$ cat config.mk
export PLATFORM = sky130hd
export DESIGN_NAME = psdf_formatter
export DESIGN_NICKNAME = d
export VERILOG_FILES = /design/src/design/psdf_pkg.sv /design/src/design/psdf_formatter.sv
export SDC_FILE = /design/constraint.sdc
export NUM_CORES = 1
export LEC_CHECK = 0
export BUFFER_PORTS_ARGS = -buffer_cell sky130_fd_sc_hd__clkbuf_2
export CORE_MARGIN = 2
export CORE_UTILIZATION = 45
export CTS_BUF_LIST = sky130_fd_sc_hd__clkbuf_8
export DETAILED_ROUTE_END_ITERATION = 10
export SETUP_SLACK_MARGIN = 0.2
export SYNTH_ARGS = -nofsm -noshare
export SYNTH_HDL_FRONTEND = slang
export SYNTH_SLANG_ARGS = --single-unit
$ cat constraint.sdc
create_clock -name CLK -period 16.16 [get_ports CLK]
set_clock_uncertainty 0.2 [all_clocks]
set_input_delay 3.232 -clock CLK [delete_from_list [all_inputs] [get_ports CLK]]
set_output_delay 3.232 -clock CLK [all_outputs]
set_load 0.005 [all_outputs]
$ cat src/design/psdf_pkg.sv
// Shared constants and types of the pitch speed data formatter.
// Assumes a 250 MHz system clock and a 32-bit AXI4-Lite register bus.
package psdf_pkg;
	// ==========================================================
	// Register map (byte addresses)
	localparam logic [7:0] PSDF_CTRL_OFS   = 8'h00;
	localparam logic [7:0] PSDF_SPEED_OFS  = 8'h04;
	localparam logic [7:0] PSDF_BLANK_OFS  = 8'h08;
	localparam logic [7:0] PSDF_CYCLE_OFS  = 8'h0c;
	localparam logic [7:0] PSDF_KEY_OFS    = 8'h10;
	localparam logic [7:0] PSDF_RADAR_OFS  = 8'h14;
	localparam logic [7:0] PSDF_STATUS_OFS = 8'h18;
	localparam logic [7:0] PSDF_LABEL_OFS  = 8'h20;
	localparam logic [7:0] PSDF_CODE_RST   = 8'hbf;
	localparam logic [7:0] PSDF_BLANK_RST  = 8'h00;
	localparam logic [7:0] PSDF_CYCLE_RST  = 8'h02;
	// ==========================================================
	// Sport codes
	localparam logic [7:0] PSDF_CODE_MAN_A  = 8'hbf;
	localparam logic [7:0] PSDF_CODE_AUTO_A = 8'hc0;
	localparam logic [7:0] PSDF_CODE_MAN_B  = 8'hc1;
	localparam logic [7:0] PSDF_CODE_AUTO_B = 8'hc2;
	// ==========================================================
	// Key commands, KEY register bits [3:0]; pitch frame in [12:8]
	typedef enum logic [3:0] {
		PSDF_KEY_PITCH     = 4'h1,
		PSDF_KEY_SPEED     = 4'h2,
		PSDF_KEY_BLANK     = 4'h3,
		PSDF_KEY_FIX_IMP   = 4'h4,
		PSDF_KEY_FIX_MET   = 4'h5,
		PSDF_KEY_ALT_IMP   = 4'h6,
		PSDF_KEY_ALT_MET   = 4'h7
	} psdf_key_t;
	// ==========================================================
	// Frame layout
	localparam logic [4:0] PSDF_FRAME_BLANK = 5'h0a;
	localparam logic [4:0] PSDF_FRAME_MAX   = 5'h12;
	localparam logic [7:0] PSDF_STX         = 8'h02;
	localparam logic [7:0] PSDF_ETX         = 8'h03;
	localparam logic [7:0] PSDF_SPACE       = 8'h20;
	localparam logic [7:0] PSDF_ZERO        = 8'h30;
	localparam logic [4:0] PSDF_LAST_IDX    = 5'h18;
	localparam logic [4:0] PSDF_LABEL_IDX   = 5'h05;
	localparam logic [4:0] PSDF_KPH_IDX     = 5'h15;
	localparam logic [9:0] PSDF_KPH_MUL     = 10'h19c;
	localparam logic [9:0] PSDF_SPEED_MAX   = 10'h3e7;
	// ==========================================================
	// Timing
	localparam int PSDF_CLK_HZ   = 250_000_000;
	localparam int PSDF_BAUD     = 1200;
	localparam int PSDF_BIT_CYC  = PSDF_CLK_HZ / PSDF_BAUD;
	localparam int PSDF_SEC_CYC  = PSDF_CLK_HZ;
	localparam int PSDF_FIFO_DEP = 16;
	// ==========================================================
	typedef enum logic [1:0] {FR_IDLE = 2'b01, FR_SEND = 2'b10} psdf_fr_t;
	typedef enum logic [1:0] {TX_IDLE = 2'b01, TX_BUSY = 2'b10} psdf_tx_t;
	typedef struct packed {
		logic [4:0] frame;
		logic [9:0] mph;
		logic [9:0] kph;
		logic       shown;
		logic       metric;
		logic       matrix;
	} psdf_snap_t;
endpackage

$ cat src/design/psdf_formatter.sv
// Pitch speed formatter: AXI4-Lite registers, frame builder, FIFO, serial sender.
// Assumes the display controller listens on TXD at the configured baud rate.
// What this block does
// - Code 191 manual: pitch key sends; code 192 auto: radar speed sends at once.
// - Codes 193 manual and 194 automatic serve the alternate radar gun.
// - Matrix display gets speed and pitch label; fixed-digit display gets speed only.
// - Any pitch key sends the pitch type and current speed as live items.
// - Speed-only key sends the speed with the blank frame.
// - Blank key clears the speed and sends the blank frame.
// - Settable blank timeout removes speed and label; zero disables it.
// - Operator may overwrite the stored speed.
// - Fix keys select imperial or metric and stop alternation.
// - Alternate keys toggle units at the cycle rate, in either start order.
// - Alternation period is a settable count of whole seconds.
// - Items 1 to 3 hold imperial hundreds, tens and units.
// - Items 4 to 19 hold the sixteen label characters.
// - Items 20 to 22 hold metric hundreds, tens and units.
// - Frame number 1 to 18 encodes the pitch type; 10 is blank.
// - Serial link runs at 1200 baud, eight data bits, no parity.
//
// The AXI4-Lite register port and the address map are this design's own decisions.
`timescale 1ns/1ns
module psdf_fifo #(
	parameter int W = 8,
	parameter int D = 16
) (
	input  wire logic         clk,
	input  wire logic         nrst,
	input  wire logic [W-1:0] in_data,
	input  wire logic         in_valid,
	output      logic         in_ready,
	output      logic [W-1:0] out_data,
	output      logic         out_valid,
	input  wire logic         out_ready
);
	localparam int A = $clog2(D);
	logic [W-1:0] mem [D];
	logic [A:0]   wp_r;
	logic [A:0]   rp_r;
	logic         push;
	logic         pop;
	assign in_ready  = (wp_r - rp_r) != (A+1)'(D);
	assign out_valid = wp_r != rp_r;
	assign push      = in_valid & in_ready;
	assign pop       = out_valid & out_ready;
	assign out_data  = mem[rp_r[A-1:0]];
	always_ff @(posedge clk) begin
		if (push) begin
			mem[wp_r[A-1:0]] <= in_data;
		end
	end
	always_ff @(posedge clk or negedge nrst) begin
		if (!nrst) begin
			wp_r <= '0;
			rp_r <= '0;
		end else begin
			wp_r <= wp_r + (A+1)'(push);
			rp_r <= rp_r + (A+1)'(pop);
		end
	end
endmodule

module psdf_formatter
	import psdf_pkg::*;
#(
	parameter int BIT_CYC = PSDF_BIT_CYC,
	parameter int SEC_CYC = PSDF_SEC_CYC
) (
	input  wire logic        CLK,
	input  wire logic        NRST,
	input  wire logic [7:0]  AWADDR,
	input  wire logic        AWVALID,
	output      logic        AWREADY,
	input  wire logic [31:0] WDATA,
	input  wire logic [3:0]  WSTRB,
	input  wire logic        WVALID,
	output      logic        WREADY,
	output      logic [1:0]  BRESP,
	output      logic        BVALID,
	input  wire logic        BREADY,
	input  wire logic [7:0]  ARADDR,
	input  wire logic        ARVALID,
	output      logic        ARREADY,
	output      logic [31:0] RDATA,
	output      logic [1:0]  RRESP,
	output      logic        RVALID,
	input  wire logic        RREADY,
	output      logic        TXD
);
	// ==========================================================
	// Register bus
	logic [7:0]  aw_r, ar_addr;
	logic [31:0] w_r, wd;
	logic [3:0]  ws_r;
	logic        awf_r, wf_r, bv_r, rv_r, wr_go, rd_go, bad_w;
	logic [1:0]  bresp_r, rresp_r;
	logic [31:0] rdata_r, rd_val;
	logic [7:0]  code_r, blank_t_r, cycle_t_r;
	logic        matrix_r;
	logic [31:0] label_r [4];
	logic [9:0]  mph_r, kph;
	logic [4:0]  frame_r;
	logic        shown_r, metric_r, alt_r, pend_r, trig;
	logic        auto_md, alt_gun, k_go, r_go, blank_fire, cyc_fire;
	psdf_fr_t    fr_r;
	psdf_tx_t    tx_r;
	logic [4:0]  idx_r;
	psdf_snap_t  snap_r;
	logic [19:0] kph_full;
	assign AWREADY = !awf_r;
	assign WREADY  = !wf_r;
	assign BVALID  = bv_r;
	assign BRESP   = bresp_r;
	assign ARREADY = !rv_r;
	assign RVALID  = rv_r;
	assign RDATA   = rdata_r;
	assign RRESP   = rresp_r;
	assign wr_go   = awf_r & wf_r & !bv_r;
	assign rd_go   = ARVALID & !rv_r;
	assign ar_addr = ARADDR;
	always_comb begin
		for (int b = 0; b < 4; b++) begin
			wd[8*b+:8] = ws_r[b] ? w_r[8*b+:8] : 8'h00;
		end
	end
	always_ff @(posedge CLK or negedge NRST) begin
		if (!NRST) begin
			awf_r   <= 1'b0;
			wf_r    <= 1'b0;
			aw_r    <= 8'h00;
			w_r     <= 32'h0;
			ws_r    <= 4'h0;
			bv_r    <= 1'b0;
			bresp_r <= 2'h0;
		end else begin
			if (AWVALID && !awf_r) begin
				awf_r <= 1'b1;
				aw_r  <= AWADDR;
			end else if (wr_go) begin
				awf_r <= 1'b0;
			end
			if (WVALID && !wf_r) begin
				wf_r <= 1'b1;
				w_r  <= WDATA;
				ws_r <= WSTRB;
			end else if (wr_go) begin
				wf_r <= 1'b0;
			end
			if (wr_go) begin
				bv_r    <= 1'b1;
				bresp_r <= bad_w ? 2'h2 : 2'h0;
			end else if (BREADY) begin
				bv_r <= 1'b0;
			end
		end
	end
	always_comb begin
		bad_w = 1'b1;
		case (aw_r)
			PSDF_CTRL_OFS, PSDF_SPEED_OFS, PSDF_BLANK_OFS, PSDF_CYCLE_OFS,
			PSDF_KEY_OFS, PSDF_RADAR_OFS: bad_w = 1'b0;
			default: bad_w = !(aw_r[7:4] == PSDF_LABEL_OFS[7:4] && aw_r[1:0] == 2'h0);
		endcase
	end
	// Config registers; byte lanes honoured on stored fields
	always_ff @(posedge CLK or negedge NRST) begin
		if (!NRST) begin
			code_r    <= PSDF_CODE_RST;
			matrix_r  <= 1'b1;
			blank_t_r <= PSDF_BLANK_RST;
			cycle_t_r <= PSDF_CYCLE_RST;
			for (int i = 0; i < 4; i++) label_r[i] <= {4{PSDF_SPACE}};
		end else if (wr_go) begin
			if (aw_r == PSDF_CTRL_OFS && ws_r[0]) code_r <= wd[7:0];
			if (aw_r == PSDF_CTRL_OFS && ws_r[1]) matrix_r <= wd[8];
			if (aw_r == PSDF_BLANK_OFS && ws_r[0]) blank_t_r <= wd[7:0];
			if (aw_r == PSDF_CYCLE_OFS && ws_r[0]) cycle_t_r <= wd[7:0];
			if (aw_r[7:4] == PSDF_LABEL_OFS[7:4]) begin
				for (int b = 0; b < 4; b++)
					if (ws_r[b]) label_r[aw_r[3:2]][8*b+:8] <= wd[8*b+:8];
			end
		end
	end
	always_comb begin
		rd_val = 32'h0;
		case (ar_addr)
			PSDF_CTRL_OFS:   rd_val = {23'h0, matrix_r, code_r};
			PSDF_SPEED_OFS:  rd_val = {22'h0, mph_r};
			PSDF_BLANK_OFS:  rd_val = {24'h0, blank_t_r};
			PSDF_CYCLE_OFS:  rd_val = {24'h0, cycle_t_r};
			PSDF_STATUS_OFS: rd_val = {6'h0, kph, 3'h0, frame_r, 2'h0,
				alt_gun, auto_md, fr_r == FR_SEND, alt_r, metric_r, shown_r};
			default: begin
				if (ar_addr[7:4] == PSDF_LABEL_OFS[7:4]) rd_val = label_r[ar_addr[3:2]];
			end
		endcase
	end
	always_ff @(posedge CLK or negedge NRST) begin
		if (!NRST) begin
			rv_r    <= 1'b0;
			rdata_r <= 32'h0;
			rresp_r <= 2'h0;
		end else if (rd_go) begin
			rv_r    <= 1'b1;
			rdata_r <= rd_val;
			rresp_r <= (ar_addr[1:0] != 2'h0 || ar_addr > 8'h2c ||
				ar_addr == PSDF_KEY_OFS || ar_addr == PSDF_RADAR_OFS) ? 2'h2 : 2'h0;
		end else if (RREADY) begin
			rv_r <= 1'b0;
		end
	end
	// ==========================================================
	// Display state
	assign auto_md = code_r == PSDF_CODE_AUTO_A || code_r == PSDF_CODE_AUTO_B;
	assign alt_gun = code_r == PSDF_CODE_MAN_B || code_r == PSDF_CODE_AUTO_B;
	assign k_go    = wr_go && aw_r == PSDF_KEY_OFS;
	assign r_go    = wr_go && aw_r == PSDF_RADAR_OFS;
	assign kph_full = mph_r * PSDF_KPH_MUL;
	// 1.609 approximated as 412/256; clamp keeps three digits
	assign kph = (kph_full[18:8] > {1'b0, PSDF_SPEED_MAX}) ? PSDF_SPEED_MAX : kph_full[17:8];
	logic [3:0] kcmd;
	logic [4:0] kfr;
	assign kcmd = w_r[3:0];
	assign kfr  = w_r[12:8];
	always_ff @(posedge CLK or negedge NRST) begin
		if (!NRST) begin
			mph_r    <= 10'h0;
			frame_r  <= PSDF_FRAME_BLANK;
			shown_r  <= 1'b0;
			metric_r <= 1'b0;
			alt_r    <= 1'b0;
		end else if (blank_fire) begin
			mph_r   <= 10'h0;
			frame_r <= PSDF_FRAME_BLANK;
			shown_r <= 1'b0;
		end else if (k_go) begin
			case (kcmd)
				PSDF_KEY_PITCH: begin
					if (kfr != 5'h0 && kfr <= PSDF_FRAME_MAX && kfr != PSDF_FRAME_BLANK) begin
						frame_r <= kfr;
						shown_r <= 1'b1;
					end
				end
				PSDF_KEY_SPEED: begin
					frame_r <= PSDF_FRAME_BLANK;
					shown_r <= 1'b1;
				end
				PSDF_KEY_BLANK: begin
					mph_r   <= 10'h0;
					frame_r <= PSDF_FRAME_BLANK;
					shown_r <= 1'b0;
				end
				PSDF_KEY_FIX_IMP, PSDF_KEY_FIX_MET: begin
					alt_r    <= 1'b0;
					metric_r <= kcmd == PSDF_KEY_FIX_MET;
				end
				PSDF_KEY_ALT_IMP, PSDF_KEY_ALT_MET: begin
					alt_r    <= 1'b1;
					metric_r <= kcmd == PSDF_KEY_ALT_MET;
				end
				default: ;
			endcase
		end else begin
			// Unit toggle must not swallow a speed or radar write in the same cycle
			if (cyc_fire) metric_r <= !metric_r;
			if (wr_go && aw_r == PSDF_SPEED_OFS) begin
				mph_r <= (wd[9:0] > PSDF_SPEED_MAX) ? PSDF_SPEED_MAX : wd[9:0];
			end else if (r_go) begin
				mph_r <= (wd[9:0] > PSDF_SPEED_MAX) ? PSDF_SPEED_MAX : wd[9:0];
				if (auto_md) begin
					frame_r <= PSDF_FRAME_BLANK;
					shown_r <= 1'b1;
				end
			end
		end
	end
	// ==========================================================
	// Second timers; a new show restarts both
	logic [31:0] tick_r;
	logic [7:0]  bsec_r, csec_r;
	logic        sec;
	assign sec        = tick_r == 32'(SEC_CYC - 1);
	assign blank_fire = shown_r && blank_t_r != 8'h0 && sec && bsec_r == blank_t_r - 8'h1;
	assign cyc_fire   = shown_r && alt_r && cycle_t_r != 8'h0 && sec &&
		csec_r == cycle_t_r - 8'h1;
	always_ff @(posedge CLK or negedge NRST) begin
		if (!NRST) begin
			tick_r <= 32'h0;
			bsec_r <= 8'h0;
			csec_r <= 8'h0;
		end else if (trig && !cyc_fire) begin
			tick_r <= 32'h0;
			bsec_r <= 8'h0;
			csec_r <= 8'h0;
		end else begin
			tick_r <= sec ? 32'h0 : tick_r + 32'h1;
			if (sec) bsec_r <= blank_fire ? 8'h0 : bsec_r + 8'h1;
			if (sec) csec_r <= cyc_fire ? 8'h0 : csec_r + 8'h1;
		end
	end
	// ==========================================================
	// Frame builder
	logic       start, push, f_rdy, f_ov, f_or, tx_go;
	logic [7:0] fbyte, f_od;
	assign trig = blank_fire || cyc_fire || (r_go && auto_md) ||
		(k_go && kcmd inside {PSDF_KEY_PITCH, PSDF_KEY_SPEED, PSDF_KEY_BLANK}) ||
		(k_go && shown_r && kcmd inside {PSDF_KEY_FIX_IMP, PSDF_KEY_FIX_MET,
			PSDF_KEY_ALT_IMP, PSDF_KEY_ALT_MET});
	assign start = fr_r == FR_IDLE && pend_r;
	assign push  = fr_r == FR_SEND && f_rdy;
	always_ff @(posedge CLK or negedge NRST) begin
		if (!NRST) pend_r <= 1'b0;
		else       pend_r <= trig | (pend_r & !start); // Request set wins over clear
	end
	function automatic logic [7:0] dig(input logic [9:0] v, input logic [1:0] p);
		logic [3:0] h, t, u;
		h = 4'(v / 10'd100);
		t = 4'((v / 10'd10) % 10'd10);
		u = 4'(v % 10'd10);
		case (p)
			2'h0:    dig = (h == 4'h0) ? PSDF_SPACE : PSDF_ZERO + 8'(h);
			2'h1:    dig = (h == 4'h0 && t == 4'h0) ? PSDF_SPACE : PSDF_ZERO + 8'(t);
			default: dig = PSDF_ZERO + 8'(u);
		endcase
	endfunction
	logic [3:0] li;
	logic       show_imp, show_met;
	assign li       = 4'(idx_r - PSDF_LABEL_IDX);
	// Fixed-digit signs show only the selected unit
	assign show_imp = snap_r.shown && (snap_r.matrix || !snap_r.metric);
	assign show_met = snap_r.shown && (snap_r.matrix || snap_r.metric);
	always_comb begin
		fbyte = PSDF_SPACE;
		if (idx_r == 5'h0) fbyte = PSDF_STX;
		else if (idx_r == 5'h1) fbyte = {3'h0, snap_r.frame};
		else if (idx_r < PSDF_LABEL_IDX) begin
			if (show_imp) fbyte = dig(snap_r.mph, 2'(idx_r - 5'h2));
		end else if (idx_r < PSDF_KPH_IDX) begin
			if (snap_r.matrix && snap_r.frame != PSDF_FRAME_BLANK)
				fbyte = label_r[li[3:2]][8*li[1:0]+:8];
		end else if (idx_r < PSDF_LAST_IDX) begin
			if (show_met) fbyte = dig(snap_r.kph, 2'(idx_r - PSDF_KPH_IDX));
		end else fbyte = PSDF_ETX;
	end
	always_ff @(posedge CLK or negedge NRST) begin
		if (!NRST) begin
			fr_r   <= FR_IDLE;
			idx_r  <= 5'h0;
			snap_r <= '0;
		end else begin
			case (fr_r)
				FR_IDLE: if (start) begin
					fr_r   <= FR_SEND;
					idx_r  <= 5'h0;
					snap_r <= '{frame_r, mph_r, kph, shown_r, metric_r, matrix_r};
				end
				FR_SEND: if (push) begin
					idx_r <= idx_r + 5'h1;
					if (idx_r == PSDF_LAST_IDX) fr_r <= FR_IDLE;
				end
				default: fr_r <= FR_IDLE;
			endcase
		end
	end
	psdf_fifo #(.W(8), .D(PSDF_FIFO_DEP)) u_fifo (
		.clk       (CLK),
		.nrst      (NRST),
		.in_data   (fbyte),
		.in_valid  (fr_r == FR_SEND),
		.in_ready  (f_rdy),
		.out_data  (f_od),
		.out_valid (f_ov),
		.out_ready (f_or)
	);
	// ==========================================================
	// Serial sender, 8N1
	logic [9:0]  sh_r;
	logic [3:0]  bit_r;
	logic [31:0] bc_r;
	assign f_or  = tx_r == TX_IDLE;
	assign tx_go = f_ov && f_or;
	always_ff @(posedge CLK or negedge NRST) begin
		if (!NRST) begin
			tx_r  <= TX_IDLE;
			sh_r  <= 10'h3ff;
			bit_r <= 4'h0;
			bc_r  <= 32'h0;
		end else begin
			case (tx_r)
				TX_IDLE: if (tx_go) begin
					tx_r  <= TX_BUSY;
					sh_r  <= {1'b1, f_od, 1'b0};
					bit_r <= 4'h0;
					bc_r  <= 32'h0;
				end
				TX_BUSY: begin
					if (bc_r == 32'(BIT_CYC - 1)) begin
						bc_r  <= 32'h0;
						sh_r  <= {1'b1, sh_r[9:1]};
						bit_r <= bit_r + 4'h1;
						if (bit_r == 4'h9) tx_r <= TX_IDLE;
					end else bc_r <= bc_r + 32'h1;
				end
				default: tx_r <= TX_IDLE;
			endcase
		end
	end
	assign TXD = sh_r[0];
endmodule

==> impl_metrics.toml <==
[synth]
synth_edf_count = 128
ys_types = 116
synth.cell_area_mm2 = 0.0298
synth_area_per_cell_um2 = 11.2
syn-instance-count = 2668
yosys_warnings = 0
netlist.area_leader.share_pct = 29.9
synthTopCellsByArea = "dfrtp_1 (30%), edfxtp_1 (13%), mux4_2 (9.1%)"
yosysSeqAreaShare_pct = 46.2
synthFlopType = "dfrtp_1"
ys_ff_latch = 522
yosysTopAreaCell = "dfrtp_1"
async_flop_share_pct = 75.5

[cts]
clock_latency_ns = 0.69
hold_buffers = 0
cts_resized = 0
post_cts_buffers = 0
cts-htree-levels = 3
path_clk_slew_ns = 0.07
clk_path_buf_depth = 3
numCtsBuffers = 91
cts-root-buf = "clkbuf_8"
cts.sinks = 522
cts_tree = "yes"

[detailed_routing]
totalWireLength_um = 77600
drt_drc_violations_left = 0
wire_per_inst_um = 21.0
drt_iter0_drc = 1675
vias_per_cell = 5.87
drt_first_pass_iters = 5
drtAntennaViolNets = 0
vias = 21700

[layout]
multi_input_area_mm2 = 0.0151
fin_cells = 3690
layout.nets = 2905
area.sequential_mm2 = 0.0138
area_growth_pct = 10.4
drive_above_1_share_pct = 23.6
final_util_pct = 50.1
fill_cells = 5839

[min_path]
min_from = "RRESP[1]"
hold_class = "reg -> reg"
min_path_cells = 2
holdPathEnd = "RRESP[1]"

[global_routing]
antenna_found_initial = 1
grt_use_total_pct = 23.0
grt_overflow = 0
grt_max_degree = 110
grt_first_pass_wirelength_um = 123000
grt_pass1_vias = 22000

[setup_path]
slowest_delay_ns = 0.91
crit_family = "compound AO/OA/AOI/OAI gates"
r2r-end = "u_fifo.mem[1][1]"
crit_chain = "nor2b_1 -> a21oi_1 -> o211ai_1 -> ha_1 -> nand2_1 -> a21oi_1 -> nand2_2 -> nor4_4 -> nor3_1 -> o31ai_1 -> inv_1 -> ha_1 -> or3_1 -> o32ai_1 -> a21oi_1 -> o22ai_2 -> nand2_2 -> or4b_1 -> a21oi_1"
critPathArrivalTime_ns = 7.40
crit_top_cell = "a21oi_1"
crit_path_max_fanout = 32
startpoint_type = "flop"
ff2ff_path_depth = 19
crit_type = "reg -> reg"
cpMaxStageDelayCell = "dfrtp_1"
end_kind = "flop"
timing.reg2reg.setup_slack_ns = 8.93
reg2reg_from = "snap_r[12]"
crit_buf_inv = 1
crit_required_ns = 16.32

[power_and_ir_drop]
finalPower_mw = 4.06
power.internal_mw = 2.72
leakage_nw = 14.0
p_seq_share_pct = 46.3
irDropWorstVdd_v = 0.000105
p_comb_share_pct = 24.2
swShare_pct = 32.9
p_clk_share_pct = 29.4
p_sw_mw = 1.33
pwr_density_cell_mw_per_mm2 = 123

[timing]
fmax_ghz = 0.138
finalCriticalPeriod_ns = 7.23
setup_viol = 0
worstMarginPinSlew_ns = 1.16
post-route-period-util_pct = 44.8
hold_viol = 0
rsz0062_at_grt = "false"
max_slew_margin_pct = 22.5
slew_viol_final = 0
setup-tns-final_ns = 0

[floorplanning]
initial_utilization_pct = 45.4
io_pins = 101
chipWidth_um = 261
fp.coreArea_mm2 = 0.0656
die_h_um = 261
rows = 94
die-area_mm2 = 0.0683

[flow_run]
maxCapViolCount = 0

[placed_design]
place_congestion = 0.865
port_buffers = 98
hpwl_um = 54100
dp_cells = 3517

[run_status]
outcome = "completed"
==> area by class of cell <==
class	count	share of cell area, %
timing repair buffer	125	2.14
clock buffer	104	4.35
inverter	121	1.39
tap	864	3.29
antenna	3	0.0228
multi-input combinational	1885	45.8
clock inverter	66	1.20
sequential	522	41.8
==> worst max path at each step <==
| stage | from | cells after the start | end |
|---|---|---|---|
| floorplan | snap_r[18] | 23 | u_fifo.mem[0][4] |
| global placement | snap_r[12] | 19 | u_fifo.mem[10][1] |
| detailed placement | snap_r[12] | 19 | u_fifo.mem[9][1] |
| CTS | snap_r[12] | 19 | u_fifo.mem[0][1] |
| global route | snap_r[12] | 19 | u_fifo.mem[0][1] |
| finish | snap_r[12] | 19 | u_fifo.mem[1][1] |
==> metal layers <==
layer / share of wire, % / GRT usage, % / up-vias
li1: - / - / 10000
met1: 43 / 30.6 / 10900
met2: 49 / 38.3 / 654
met3: 5.5 / 3.94 / 128
met4: 2.6 / 7.42 / 0
met5: 0 / 0 / -
==> cell usage after synthesis, drive strengths merged (8+ instances only) <==
master and instances:
dfrtp 356, nor2 238, nand2 232, mux2 190, o21ai 161, edfxtp 128, mux4 121, inv 119
a21oi 95, clkbuf 88, ha 83, nand3 77, xnor2 65, xor2 58, buf 53, nor3 51
dfstp 38, a31oi 30, nor2b 30, nand4 28, and3 25, nand2b 25, o21a 21, o22ai 19
fa 17, nor4 17, a22oi 16, mux2i 16, a211oi 15, o211ai 14, a22o 13, nand3b 13
o31ai 13, or3 12, a221oi 11, nor4b 11, and2 10, a21o 9, a221o 9, nor3b 9
or2 9, or3b 9, o211a 8, or4 8
==> flip-flops by register name, indices dropped and copies added (netlist names), 2 cells and up <==
register     count
u_fifo.wp_r      5
w_r             32
bsec_r           8
RDATA           32
mph_r           10
blank_t_r        8
code_r           8
csec_r           8
cycle_t_r        8
aw_r             8
bit_r            4
tick_r          32
tx_r             2
u_fifo.rp_r      5
sh_r             9
fr_r             2
u_fifo.mem     128
idx_r            5
snap_r          28
frame_r          5
label_r        128
ws_r             4
bc_r            32
==> kinds of logic (layout without fill, tap and decap cells) <==
group | after synthesis | after routing | share of synthesized area [%]
buffers and inverters | 262 | 416 | 3.59
adder cells (fa/ha/maj) | 105 | 105 | 4.80
other | 1 | 5 | 0.0126
XOR/XNOR | 123 | 123 | 3.62
AO/OA/AOI/OAI | 502 | 502 | 11.4
AND/OR/NAND/NOR | 826 | 826 | 13.6
flip-flops | 522 | 522 | 46.2
multiplexers | 327 | 327 | 16.9
==> power groups by stage <==
| stage | Clock (mW) | Sequential (mW) | Combinational, mW |
|---|---|---|---|
| after global routing | 1.29 | 1.92 | 1.09 |
| after global placement | 0 | 1.88 | 0.969 |
| after floorplan | 0 | 1.75 | 0.775 |
| after CTS | 1.23 | 1.88 | 0.998 |
| final | 1.19 | 1.88 | 0.984 |
| after detailed placement | 0 | 1.90 | 0.994 |
==> stage by stage <==
step | hold WS (ns) | setup WS [ns] | instance area, um^2
2_1_floorplan | 0.255 | 10.16 | 29800
3_3_place_gp | 0.260 | 9.29 | 31000
3_5_place_dp | 0.259 | 8.95 | 31000
4_1_cts | 0.273 | 8.92 | 32900
5_1_grt | 0.301 | 8.28 | 32900
6_report | 0.270 | 8.93 | 32900
==> worst min-delay path, stage by stage, from the launching register on <==
cell and delay (ns):
dfrtp_1 0.34, nand2_1 0.05, nand2_1 0.05
==> placed cells by master (no fill, tap or decap), types with 14 or more instances in the layout <==
cell      count
dfrtp_1     355
fa_1         17
inv_1       154
o21ai_0     153
ha_1         83
a21oi_1      91
mux2_2      189
o21a_1       21
nand2_1     230
xor2_1       58
mux2i_1      16
edfxtp_1    128
o22ai_1      18
a31oi_1      30
xnor2_1      63
nor4_1       15
nand3_1      76
mux4_2      121
nand2b_1     25
and3_1       25
nor3_1       46
buf_4        27
nor2_1      237
clkbuf_8    104
nand4_1      28
a22oi_1      14
dfstp_2      38
nor2b_1      27
clkbuf_2     96
Power figures use the tool's default switching activity.
